--- src/cesbt_pkg.sv ---
// Package with register map, field layout, reset values and carrier types
package cesbt_pkg;

	// Register byte addresses
	localparam logic [31:0] ADDR_CONTROL = 32'h40050000;
	localparam logic [31:0] ADDR_STATUS  = 32'h40050004;
	localparam logic [31:0] ADDR_ERRCNT  = 32'h40050008;
	localparam logic [31:0] ADDR_BITTIME = 32'h4005000c;

	// Control register fields
	localparam int CTL_INIT_BIT = 0;
	localparam int CTL_CCE_BIT  = 6;
	localparam logic CTL_INIT_RST = 1'h1;
	localparam logic CTL_CCE_RST  = 1'h0;

	// Status register fields
	localparam int ST_PASSIVE_BIT = 5;
	localparam int ST_WARN_BIT    = 6;
	localparam int ST_BUSOFF_BIT  = 7;

	// Error counter register fields
	localparam int EC_TEC_LSB = 0;
	localparam int EC_TEC_MSB = 7;
	localparam int EC_REC_LSB = 8;
	localparam int EC_REC_MSB = 14;
	localparam int EC_RP_BIT  = 15;

	// Bit timing register fields and reset values
	localparam int BT_BRP_LSB  = 0;
	localparam int BT_BRP_MSB  = 5;
	localparam int BT_SJW_LSB  = 6;
	localparam int BT_SJW_MSB  = 7;
	localparam int BT_TS1_LSB  = 8;
	localparam int BT_TS1_MSB  = 11;
	localparam int BT_TS2_LSB  = 12;
	localparam int BT_TS2_MSB  = 14;
	localparam logic [5:0] BT_BRP_RST = 6'h01;
	localparam logic [1:0] BT_SJW_RST = 2'h0;
	localparam logic [3:0] BT_TS1_RST = 4'h3;
	localparam logic [2:0] BT_TS2_RST = 3'h2;

	// Fault confinement limits
	localparam logic [7:0] WARN_LIMIT     = 8'h60;
	localparam logic [7:0] PASSIVE_LIMIT  = 8'h80;
	localparam logic [7:0] REC_RELOAD     = 8'h78;
	localparam logic [8:0] TEC_MAX        = 9'h0ff;
	localparam logic [8:0] ERR_STEP_BIG   = 9'h008;

	// APB request from the master
	typedef struct packed {
		logic        psel;
		logic        penable;
		logic        pwrite;
		logic [31:0] paddr;
		logic [31:0] pwdata;
	} cesbt_apb_req_t;

	// APB answer to the master
	typedef struct packed {
		logic        pready;
		logic        pslverr;
		logic [31:0] prdata;
	} cesbt_apb_rsp_t;

	// Error events from the frame engine, one-cycle pulses
	typedef struct packed {
		logic txAdd8;
		logic txDec1;
		logic rxAdd1;
		logic rxAdd8;
		logic rxDec1;
		logic recover;
	} cesbt_err_evt_t;

	// Bit timing segment states
	typedef enum logic [1:0] {SEG_SYNC, SEG_BEFORE, SEG_AFTER} cesbt_seg_t;

endpackage

--- src/cesbt_core.sv ---
// Error state reporting and bit timing logic with APB register access
//
// The implementer's own choice: the APB register port.
`timescale 1ns/1ps
`default_nettype none

module cesbt_core
(
	input  wire logic                    sys_clk,     // System clock, 125 MHz
	input  wire logic                    resetn,      // Asynchronous reset, low active
	input  wire cesbt_pkg::cesbt_apb_req_t apbReq,    // APB request
	output var   cesbt_pkg::cesbt_apb_rsp_t apbRsp,   // APB answer
	input  wire cesbt_pkg::cesbt_err_evt_t errEvt,    // Error events from frame engine
	input  wire logic                    canRx,       // Bus receive pin
	output logic                         quantumTick, // One pulse per time quantum
	output logic                         samplePulse, // Pulse at the sample point
	output logic                         sampledBit,  // Bus level taken at sample point
	output logic                         busOffOut    // Controller is bus-off
);

	// Register decode
	function automatic logic hit(input logic [31:0] a, input logic [31:0] b);
		hit = (a == b);
	endfunction

	logic        setupPhase;
	logic        hitCtl;
	logic        hitSt;
	logic        hitEc;
	logic        hitBt;
	logic        hitAny;
	logic        wrAccess;

	assign setupPhase = apbReq.psel & ~apbReq.penable;
	assign hitCtl     = hit(apbReq.paddr, cesbt_pkg::ADDR_CONTROL);
	assign hitSt      = hit(apbReq.paddr, cesbt_pkg::ADDR_STATUS);
	assign hitEc      = hit(apbReq.paddr, cesbt_pkg::ADDR_ERRCNT);
	assign hitBt      = hit(apbReq.paddr, cesbt_pkg::ADDR_BITTIME);
	assign hitAny     = hitCtl | hitSt | hitEc | hitBt;
	assign wrAccess   = apbReq.psel & apbReq.penable & apbRsp.pready & apbReq.pwrite;

	// Control and bit timing registers
	logic       init_r;
	logic       cce_r;
	logic [5:0] brp_r;
	logic [1:0] sjw_r;
	logic [3:0] ts1_r;
	logic [2:0] ts2_r;
	logic       btWrite;

	assign btWrite = wrAccess & hitBt & init_r & cce_r;

	// Control register write
	always_ff @(posedge sys_clk or negedge resetn)
	begin
		if (!resetn)
		begin
			init_r <= cesbt_pkg::CTL_INIT_RST;
			cce_r  <= cesbt_pkg::CTL_CCE_RST;
		end
		else if (wrAccess & hitCtl)
		begin
			init_r <= apbReq.pwdata[cesbt_pkg::CTL_INIT_BIT];
			cce_r  <= apbReq.pwdata[cesbt_pkg::CTL_CCE_BIT];
		end
	end

	// Bit timing register write, gated by init and change enable
	always_ff @(posedge sys_clk or negedge resetn)
	begin
		if (!resetn)
		begin
			brp_r <= cesbt_pkg::BT_BRP_RST;
			sjw_r <= cesbt_pkg::BT_SJW_RST;
			ts1_r <= cesbt_pkg::BT_TS1_RST;
			ts2_r <= cesbt_pkg::BT_TS2_RST;
		end
		else if (btWrite)
		begin
			brp_r <= apbReq.pwdata[cesbt_pkg::BT_BRP_MSB:cesbt_pkg::BT_BRP_LSB];
			sjw_r <= apbReq.pwdata[cesbt_pkg::BT_SJW_MSB:cesbt_pkg::BT_SJW_LSB];
			ts1_r <= apbReq.pwdata[cesbt_pkg::BT_TS1_MSB:cesbt_pkg::BT_TS1_LSB];
			ts2_r <= apbReq.pwdata[cesbt_pkg::BT_TS2_MSB:cesbt_pkg::BT_TS2_LSB];
		end
	end

	// Error counters and fault confinement
	logic [8:0] tec_r;
	logic [8:0] tecSum;
	logic [8:0] tec_nxt;
	logic [7:0] rec_r;
	logic [7:0] rec_nxt;
	logic       busOff_r;
	logic       busOff_nxt;
	logic       tecDec;

	assign tecDec = errEvt.txDec1 & (tec_r != 9'h000);
	assign tecSum = tec_r + (errEvt.txAdd8 ? cesbt_pkg::ERR_STEP_BIG : 9'h000)
		- {8'h00, tecDec};

	// Next transmit count and bus-off entry
	always_comb
	begin
		tec_nxt    = tec_r;
		busOff_nxt = busOff_r;
		if (errEvt.recover)
		begin
			tec_nxt    = 9'h000;
			busOff_nxt = 1'b0;
		end
		else if (!busOff_r)
		begin
			if (tecSum > cesbt_pkg::TEC_MAX)
			begin
				tec_nxt    = cesbt_pkg::TEC_MAX;
				busOff_nxt = 1'b1;
			end
			else
			begin
				tec_nxt = tecSum;
			end
		end
	end

	// Next receive count, passive level reload on success
	always_comb
	begin
		rec_nxt = rec_r;
		if (errEvt.recover)
		begin
			rec_nxt = 8'h00;
		end
		else if (!busOff_r)
		begin
			if (errEvt.rxAdd8)
			begin
				rec_nxt = (rec_r > 8'hf7) ? 8'hff : rec_r + 8'h08;
			end
			else if (errEvt.rxAdd1)
			begin
				rec_nxt = (rec_r == 8'hff) ? 8'hff : rec_r + 8'h01;
			end
			else if (errEvt.rxDec1)
			begin
				if (rec_r >= cesbt_pkg::PASSIVE_LIMIT)
				begin
					rec_nxt = cesbt_pkg::REC_RELOAD;
				end
				else if (rec_r != 8'h00)
				begin
					rec_nxt = rec_r - 8'h01;
				end
			end
		end
	end

	// Counter state
	always_ff @(posedge sys_clk or negedge resetn)
	begin
		if (!resetn)
		begin
			tec_r    <= 9'h000;
			rec_r    <= 8'h00;
			busOff_r <= 1'b0;
		end
		else
		begin
			tec_r    <= tec_nxt;
			rec_r    <= rec_nxt;
			busOff_r <= busOff_nxt;
		end
	end

	// Derived flags
	logic errPassive;
	logic errWarning;
	logic rxPassive;

	assign rxPassive  = rec_r >= cesbt_pkg::PASSIVE_LIMIT;
	assign errPassive = (tec_r >= {1'b0, cesbt_pkg::PASSIVE_LIMIT}) | rxPassive;
	assign errWarning = (tec_r >= {1'b0, cesbt_pkg::WARN_LIMIT})
		| (rec_r >= cesbt_pkg::WARN_LIMIT);
	assign busOffOut  = busOff_r;

	// Read data selection
	logic [31:0] rdCtl;
	logic [31:0] rdSt;
	logic [31:0] rdEc;
	logic [31:0] rdBt;
	logic [31:0] rdSel;

	assign rdCtl = {25'h0, cce_r, 5'h0, init_r};
	assign rdSt  = {24'h0, busOff_r, errWarning, errPassive, 5'h0};
	assign rdEc  = {16'h0, rxPassive, rec_r[6:0], tec_r[7:0]};
	assign rdBt  = {17'h0, ts2_r, ts1_r, sjw_r, brp_r};
	assign rdSel = hitCtl ? rdCtl : hitSt ? rdSt : hitEc ? rdEc : hitBt ? rdBt : 32'h0;

	// APB answer, ready in the first access cycle
	always_ff @(posedge sys_clk or negedge resetn)
	begin
		if (!resetn)
		begin
			apbRsp <= '0;
		end
		else
		begin
			apbRsp.pready  <= setupPhase;
			apbRsp.pslverr <= setupPhase & ~hitAny;
			apbRsp.prdata  <= (setupPhase & ~apbReq.pwrite) ? rdSel : 32'h0;
		end
	end

	// Bus pin synchroniser, three stages
	logic [2:0] rxSync_r;
	logic       rxLevel_r;
	logic       rxPrev_r;

	always_ff @(posedge sys_clk or negedge resetn)
	begin
		if (!resetn)
		begin
			rxSync_r  <= 3'h7;
			rxLevel_r <= 1'b1;
			rxPrev_r  <= 1'b1;
		end
		else
		begin
			rxSync_r <= {rxSync_r[1:0], canRx};
			if (rxSync_r[1] == rxSync_r[2])
			begin
				rxLevel_r <= rxSync_r[2];
			end
			rxPrev_r <= rxLevel_r;
		end
	end

	// Recessive to dominant edge, held until the next quantum
	logic edgeNow;
	logic edgeSeen_r;

	assign edgeNow = rxPrev_r & ~rxLevel_r;

	// Time quantum prescaler
	logic [5:0] preCnt_r;
	logic       qTick;

	assign qTick = ~init_r & (preCnt_r == brp_r);

	always_ff @(posedge sys_clk or negedge resetn)
	begin
		if (!resetn)
		begin
			preCnt_r <= 6'h00;
		end
		else if (init_r | qTick)
		begin
			preCnt_r <= 6'h00;
		end
		else
		begin
			preCnt_r <= preCnt_r + 6'h01;
		end
	end

	assign quantumTick = qTick;

	// Bit segment sequencer with resynchronisation
	cesbt_pkg::cesbt_seg_t seg_r;
	cesbt_pkg::cesbt_seg_t seg_nxt;
	logic [4:0] qCnt_r;
	logic [4:0] qCnt_nxt;
	logic [4:0] segLen_r;
	logic [4:0] segLen_nxt;
	logic       resynced_r;
	logic       resynced_nxt;
	logic       sample_nxt;
	logic [4:0] sjwQ;
	logic [4:0] ts1Q;
	logic [4:0] ts2Q;
	logic [4:0] remain;
	logic       edgeUse;

	assign sjwQ    = {3'h0, sjw_r} + 5'h01;
	assign ts1Q    = {1'h0, ts1_r} + 5'h01;
	assign ts2Q    = {2'h0, ts2_r} + 5'h01;
	assign remain  = segLen_r - qCnt_r;
	assign edgeUse = (edgeSeen_r | edgeNow) & ~resynced_r;

	// Segment next state, one step per quantum
	always_comb
	begin
		seg_nxt      = seg_r;
		qCnt_nxt     = qCnt_r;
		segLen_nxt   = segLen_r;
		resynced_nxt = resynced_r;
		sample_nxt   = 1'b0;
		case (seg_r)
			cesbt_pkg::SEG_SYNC:
			begin
				seg_nxt      = cesbt_pkg::SEG_BEFORE;
				qCnt_nxt     = 5'h00;
				segLen_nxt   = ts1Q;
				resynced_nxt = 1'b0;
			end
			cesbt_pkg::SEG_BEFORE:
			begin
				if (edgeUse)
				begin
					segLen_nxt   = segLen_r + ((qCnt_r < sjwQ) ? qCnt_r : sjwQ);
					resynced_nxt = 1'b1;
				end
				if (qCnt_r + 5'h01 >= segLen_nxt)
				begin
					seg_nxt    = cesbt_pkg::SEG_AFTER;
					qCnt_nxt   = 5'h00;
					segLen_nxt = ts2Q;
					sample_nxt = 1'b1;
				end
				else
				begin
					qCnt_nxt = qCnt_r + 5'h01;
				end
			end
			cesbt_pkg::SEG_AFTER:
			begin
				if (edgeUse && remain <= sjwQ)
				begin
					seg_nxt      = cesbt_pkg::SEG_BEFORE;
					qCnt_nxt     = 5'h00;
					segLen_nxt   = ts1Q;
					resynced_nxt = 1'b0;
				end
				else
				begin
					if (edgeUse)
					begin
						segLen_nxt   = segLen_r - sjwQ;
						resynced_nxt = 1'b1;
					end
					if (qCnt_r + 5'h01 >= segLen_nxt)
					begin
						seg_nxt  = cesbt_pkg::SEG_SYNC;
						qCnt_nxt = 5'h00;
					end
					else
					begin
						qCnt_nxt = qCnt_r + 5'h01;
					end
				end
			end
			default:
			begin
				seg_nxt  = cesbt_pkg::SEG_SYNC;
				qCnt_nxt = 5'h00;
			end
		endcase
	end

	// Segment state, advanced on quantum ticks
	always_ff @(posedge sys_clk or negedge resetn)
	begin
		if (!resetn)
		begin
			seg_r      <= cesbt_pkg::SEG_SYNC;
			qCnt_r     <= 5'h00;
			segLen_r   <= 5'h00;
			resynced_r <= 1'b0;
		end
		else if (init_r)
		begin
			seg_r      <= cesbt_pkg::SEG_SYNC;
			qCnt_r     <= 5'h00;
			resynced_r <= 1'b0;
		end
		else if (qTick)
		begin
			seg_r      <= seg_nxt;
			qCnt_r     <= qCnt_nxt;
			segLen_r   <= segLen_nxt;
			resynced_r <= resynced_nxt;
		end
	end

	// Edge memory and sample point outputs
	always_ff @(posedge sys_clk or negedge resetn)
	begin
		if (!resetn)
		begin
			edgeSeen_r  <= 1'b0;
			samplePulse <= 1'b0;
			sampledBit  <= 1'b1;
		end
		else
		begin
			edgeSeen_r  <= ~init_r & ~qTick & (edgeSeen_r | edgeNow);
			samplePulse <= qTick & sample_nxt;
			if (qTick & sample_nxt)
			begin
				sampledBit <= rxLevel_r;
			end
		end
	end

endmodule

`default_nettype wire

--- config.mk ---
export PLATFORM = sky130hd
export DESIGN_NAME = cesbt_core
export DESIGN_NICKNAME = d
export VERILOG_FILES = /design/src/cesbt_pkg.sv /design/src/cesbt_core.sv
export SDC_FILE = /design/constraint.sdc
export NUM_CORES = 1
export LEC_CHECK = 0
export ABC_AREA = 1
export BUFFER_PORTS_ARGS = -buffer_cell sky130_fd_sc_hd__buf_2
export CORE_MARGIN = 2
export CORE_UTILIZATION = 51
export CTS_CLUSTER_DIAMETER = 120
export DETAILED_ROUTE_END_ITERATION = 6
export PLACE_DENSITY = 0.77
export SYNTH_ARGS = -nofsm -noshare
export SYNTH_HDL_FRONTEND = slang
export SYNTH_SLANG_ARGS = --single-unit
--- constraint.sdc ---
create_clock -name sys_clk -period 3.4 [get_ports sys_clk]
set_input_delay 0 -clock sys_clk [delete_from_list [all_inputs] [get_ports sys_clk]]
set_output_delay 0 -clock sys_clk [all_outputs]
set_load 0.1 [all_outputs]
## Word level (Yosys, flattened, before mapping)

Cells that the tools add are included.

| operators by class | value |
|---|---|
| $add $sub $neg | 13 |
| order comparisons | 10 |
| multiplexer cells | 50 |
| reductions and logical operators | 13 |
| shift operators | 0 |
| $mul | 0 |
| div/mod/pow operators | 0 |
| equal/unequal tests | 12 |
| bitwise gates (word level) | 31 |

Operators with widths:

| cell | number |
|---|---|
| equality test 32 x 31 -> 1 bit (second input constant) | 4 |
| 2-to-1 mux 8 bit | 9 |
| 2-to-1 mux 5 bit | 13 |
| 2-to-1 mux 16 bit | 4 |
| 2-to-1 mux 9 bit | 3 |
| bitwise AND 1 bit | 17 |
| 2-to-1 mux 15 bit | 1 |
| one-hot mux 5 bit (3 select lines) | 1 |
| greater-or-equal comparator 5 bit | 2 |
| 2-to-1 mux 2 bit | 5 |
| one-hot mux 5 bit (2 select lines) | 1 |
| adder 9 x 4 -> 9 bit | 1 |
| greater-or-equal comparator 9 x 7 -> 1 bit (second input constant) | 1 |
| greater-or-equal comparator 9 x 8 -> 1 bit (second input constant) | 1 |
| > comparator 9 x 8 -> 1 bit (second input constant) | 1 |
| 2-to-1 mux 1 bit | 9 |
| AND reduction 3 bit | 3 |
| nonzero test 9 bit | 1 |
| subtractor 9 x 1 -> 9 bit | 1 |
| adder 8 x 1 -> 8 bit (second input constant) | 1 |
| adder 8 x 4 -> 8 bit (second input constant) | 1 |
| equality test 8 bit (second input constant) | 1 |
| greater-or-equal comparator 8 x 7 -> 1 bit (second input constant) | 1 |
| greater-or-equal comparator 8 bit (second input constant) | 1 |
| other kinds (33) | 46 |

| word-level totals | value |
|---|---|
| memories kept | 0 |
| bits in latches | 0 |
| memory bits (writable) | 0 |
| memory bits (read-only) | 0 |
| logic and storage cells | 152 |
| output and inout bits | 38 |
| bits of input ports | 76 |
| register bits | 80 |

## Logic depth before layout (Yosys ltp)

| depth | value |
|---|---|
| depth after elaboration | 13 |
| mapped depth | 30 |
| gate-level depth less buffers | 30 |

## Least setup slack after synthesis

OpenSTA, ideal clock, no wires.

| path | value |
|---|---|
| path kind | register to register |
| start | register sjw_r[0] |
| end | register seg_r[1] |
| period minus slack after synthesis | 3.650 ns |
| path buffers | 0 |
| data arrival time | 3.533 ns |
| path slack | -0.250 ns |
| library setup time | 0.117 ns |
| cell stages (with the launch flop) | 29 |
| required time | 3.283 ns |
| cell sequence | dfrtp_1 -> ha_1 -> inv_1 -> ha_1 -> o221ai_1 -> nand2_1 -> o21ai_0 -> ha_1 -> inv_1 -> fa_1 -> nor2_1 -> nor2_1 -> o21bai_1 -> nand3_1 -> nand2_1 -> inv_1 -> ha_1 -> nand2_1 -> inv_1 -> nand2_1 -> nand2_1 -> nor2b_1 -> nand2_1 -> nor2_2 -> inv_1 -> nand2_2 -> inv_2 -> nand3_1 -> nand2_1 |

| between the ends | value |
|---|---|
| longest elaborated chain between the ends | 9 |
| elaborated cells between the ends (all ways) | 21 |
| classes of those cells | 3 x add/sub; 4 x order compare; 2 x eq/ne; 10 x mux; 2 x reduce/logical |

RTL lines:

| what | RTL line | RTL |
|---|---|---|
| start: declaration | cesbt_core.sv:46 | `logic [1:0] sjw_r;` |
| start signal: assignment | cesbt_core.sv:74 | `sjw_r <= cesbt_pkg::BT_SJW_RST;` |
| start signal: assignment | cesbt_core.sv:81 | `sjw_r <= apbReq.pwdata[cesbt_pkg::BT_SJW_MSB:cesbt_pkg::BT_SJW_LSB];` |
| adder 2 x 1 -> 3 bit (*) | cesbt_core.sv:283 | `assign sjwQ = {3'h0, sjw_r} + 5'h01;` |
| less-than comparator 5 x 3 -> 1 bit | cesbt_core.sv:309 | `segLen_nxt = segLen_r + ((qCnt_r < sjwQ) ? qCnt_r : sjwQ);` |
| 2-to-1 mux 5 bit | cesbt_core.sv:309 |  |
| adder 5 bit | cesbt_core.sv:309 |  |
| 2-to-1 mux 5 bit | cesbt_core.sv:307 | `if (edgeUse)` |
| 2-to-1 mux 5 bit | cesbt_core.sv:297 | `case (seg_r)` |
| greater-or-equal comparator 5 bit | cesbt_core.sv:312 | `if (qCnt_r + 5'h01 >= segLen_nxt)` |
| inequality test 3 bit (no line) | n/a |  |
| AND reduction 3 bit (no line) | n/a |  |
| end signal: assignment | cesbt_core.sv:364 | `seg_r <= cesbt_pkg::SEG_SYNC;` |
| end signal: assignment | cesbt_core.sv:371 | `seg_r <= cesbt_pkg::SEG_SYNC;` |
| end signal: assignment | cesbt_core.sv:377 | `seg_r <= seg_nxt;` |
| end: declaration | cesbt_core.sv:268 | `cesbt_pkg::cesbt_seg_t seg_r;` |

Mark *: on every way between the ends. The rest lies on a longest branch, timed or not. The select of a mux whose other input is x is not followed.
A chain may end at the register's enable or synchronous reset.

## Final worst setup path

| path | value |
|---|---|
| start | register sjw_r[0] |
| end | register segLen_r[0] |

| between the ends | value |
|---|---|
| longest elaborated chain between the ends | 9 |
| elaborated cells between the ends (all ways) | 16 |
| classes of those cells | 3 x add/sub; 3 x order compare; 9 x mux; 1 x reduce/logical |

RTL lines:

| what | RTL line | RTL |
|---|---|---|
| adder 2 x 1 -> 3 bit (*) | cesbt_core.sv:283 |  |
| less-than comparator 5 x 3 -> 1 bit | cesbt_core.sv:309 |  |
| 2-to-1 mux 5 bit | cesbt_core.sv:309 |  |
| adder 5 bit | cesbt_core.sv:309 |  |
| 2-to-1 mux 5 bit | cesbt_core.sv:307 |  |
| 2-to-1 mux 5 bit | cesbt_core.sv:297 |  |
| greater-or-equal comparator 5 bit | cesbt_core.sv:312 |  |
| 2-to-1 mux 5 bit | cesbt_core.sv:312 |  |
| one-hot mux 5 bit (3 select lines) (*) | cesbt_core.sv:297 |  |
| end signal: assignment | cesbt_core.sv:379 | `segLen_r <= segLen_nxt;` |
| end: declaration | cesbt_core.sv:272 | `logic [4:0] segLen_r;` |

Marked as above.

==> metrics <==
fill count 1024; CP most frequent cell nand2_2; # DRC 0; CTS H-tree depth 3; Synth Flop Type dfrtp_1; max cap viols 0; ratio of cells with drive above 1 in the final layout 23.25%; Pwr Density 460.0 mW/mm^2; Final Max Tran Viols 0; Bufs and invs on worst path 5; Flop pwr share 33.7%; status finished with violations; pre-CTS WS -296.2 ps; core area 0.01186 sq mm; Die X 113.7 um; nets around 1100; grt ovf 0; first-pass GRT wire length roughly 27 mm; worst stage delay on the critical path roughly 400 ps; Async SR Flop Fraction 100.0%; critical path arrival about 3900 ps; Die Area 0.01293 sq mm; initial antenna violation count 0; Clock Path Buffers 2; vias per inst approximately 5.3; Tot GR Track Use 25.58%; #FFs+latches synth 80; Vias 5703; clock sinks 80; CP Max Fanout 6; Cells after DPL between 1000 and 1500; failing checks negative setup slack; Die Ht 113.7 um; Routed Antenna Nets 0; P_sw 0.001304 W; RD Place Congestion 0.9340; 1st-iter DRT viols between 300 and 400; WL per Instance approximately 15 um; Clock transition at path regs around 70 ps; Final Util between 60% and 70%; Post-synth EDFFs 0; CP max stage cell dfrtp_1; largest net degree at the start of global routing roughly 80; Setup CP Type flip-flop to flip-flop; hpwl dp about 11 mm; Post-Syn Instances between 800 and 900; Comb pwr share a little over a third; Tmin final ~3700 ps; PortBufs 80; Worst Skew approximately 8.6 ps; PnR worst setup slack -258.2 ps; Power Total between 0.003 and 0.004 W; Rel. slew slack around 34%; clock latency on the worst-skew pair roughly 350 ps; ANT cells 0; number of global-route vias before repair about 5700; P_int about 0.0021 W; Max VDD drop roughly 0.00056 V; Worst setup SP type flip-flop; unrepaired setup endpoints after global routing true; Yosys cell types 51; syn avg cell area between 7 and 8 sq um; I/O Pins ~110; delay-heaviest family, CP simple AND/OR/NAND/NOR gates; clock share of power between 30% and 40%; Initial Utilization 51.75%; Post-Syn Area a little over 0.006 sq mm; fin crit share 107.6%; Static Leak around 3.7 nW; Worst Path Required approximately 3700 ps; 1st-pass router iterations 5; reg-to-reg setup timing slack -260 ps; Seq/Total Area, Yosys between 30% and 40%; post-route insts no fill approximately 1100; worst-margin pin slew approximately 990 ps; final setup vio count 14; Worst Setup End Kind flip-flop; DRT Wirelength ~16 mm; Area Overhead vs Synth 21.44%; TritonCTS clock tree built; Num CTS Buffers 9; Sw Share between 30% and 40%; Hold WC Path Type input port to flip-flop; Max Freq around 270 MHz; Hold Vio Cnt, Final 0; Site Rows 40; Yosys warning total 0; Clock Root Buffer clkbuf_16
## registers in the layout (all words and copies together), names as in the netlist, 3 cells and up
name and count:
apbRsp 18, tec_r 9, rec_r 8, brp_r 6
preCnt_r 6, qCnt_r 5, segLen_r 5, ts1_r 4
rxSync_r 3, ts2_r 3
## path summary, 6_finish.rpt
kind,startpoint,end,depth (start not counted)
max,sjw_r[0],segLen_r[0],27
min,apbReq[66],apbRsp[32],5
max reg2reg,sjw_r[0],segLen_r[0],27
min reg2reg,rxSync_r[0],rxSync_r[1],0
max in group asynchronous,resetn,tec_r[1],2
min in group asynchronous,resetn,rec_r[7],2
## metal layers
metal | vias up | wire [um] | track usage [%]
li1 | 2829 | - | -
met1 | 2674 | 6747 | 32.22
met2 | 154 | 7743 | 44.19
met3 | 46 | 653 | 4.091
met4 | 0 | 482 | 10.08
met5 | - | 0 | 0
## synth_stat cells, types with 6 or more instances
library cell / count / area share, %
ha_1: 55 / 11
dfrtp_1: 69 / 28
nand3b_1: 6 / 0.73
buf_2: 6 / 0.49
nand2_2: 8 / 0.82
dfstp_2: 11 / 4.7
nand2_1: 156 / 9.5
o21ai_0: 66 / 5.4
inv_2: 7 / 0.43
inv_1: 129 / 7.9
a21oi_1: 45 / 3.7
xor2_1: 26 / 3.7
nor2_1: 58 / 3.5
nor3_1: 8 / 0.65
nand4_1: 11 / 1.1
nand3_1: 56 / 4.6
buf_4: 18 / 2.2
a211oi_2: 6 / 1.2
## layout make-up
| class | count | area [sq um] | share of cell area, % |
|---|---|---|---|
| clock buffers | 10 | 239.0 | 3.206 |
| repair buffers | 120 | 759.5 | 10.19 |
| flip-flops and latches | 80 | 2016 | 27.04 |
| multi-input cells | 576 | 3642 | 48.86 |
| well taps | 147 | 183.9 | 2.467 |
| inverters | 137 | 521.8 | 6.999 |
| clock inverters | 6 | 92.59 | 1.242 |
## placed cells by master, fill, tap and decap left out, types with 16 or more instances in the layout
cell type | Yosys | routed
o21ai_0 | 66 | 56
conb_1 | 1 | 17
a21oi_1 | 45 | 40
dfrtp_1 | 69 | 69
nand2_1 | 156 | 145
inv_1 | 129 | 122
ha_1 | 55 | 51
nand2_2 | 8 | 16
nor2_1 | 58 | 56
nand3_1 | 56 | 48
xor2_1 | 26 | 26
dlygate4sd3_1 | 0 | 21
buf_2 | 6 | 79
buf_4 | 18 | 19
## per-stage QoR
step | TNS (ps) | hold WS (ps) | instance area [sq um]
global placement | -1419 | 106.6 | 6750
floorplan | -77.59 | -295.6 | 6257
global route | -5678 | 51.51 | 7455
detailed placement | -2896 | 109.2 | 6750
finish | -2262 | 41.78 | 7455
CTS | -1235 | 27.09 | 7365
## tightest hold or removal path, stage by stage
cell and delay [ps]:
buf_2 110, inv_1 50, nor2_1 60, nand3_1 80
nor2_1 50
## power groups by stage
stage	sequential [W]	clock [W]	combinational (W)
floorplan	0.00116	0	0.000904
global placement	0.00116	0	0.00113
detailed placement	0.00116	0	0.00115
CTS	0.00115	0.00109	0.00119
global route	0.00117	0.00113	0.00136
finish	0.00116	0.00108	0.00120
## logic make-up (layout without fill, tap and decap cells)
logic type,Yosys count,after routing,share of synthesized area (%)
buf+inv,168,273,11.99
compound gates,140,140,13.19
simple gates,331,331,25.44
flops,80,80,32.84
fa+ha+maj,59,59,12.35
other cells,1,17,0.06109
xor+xnor,29,29,4.138
## what timing repair did
item                                    CTS  global route
buffers inserted                          2             0
gates cloned                              0             0
pin swaps                                22            19
hold buffers                             21             0
gates resized for setup                  21            24
endpoints found under the hold margin    91             0
endpoints found under the setup margin   14            15
Power figures use the tool's default switching activity.
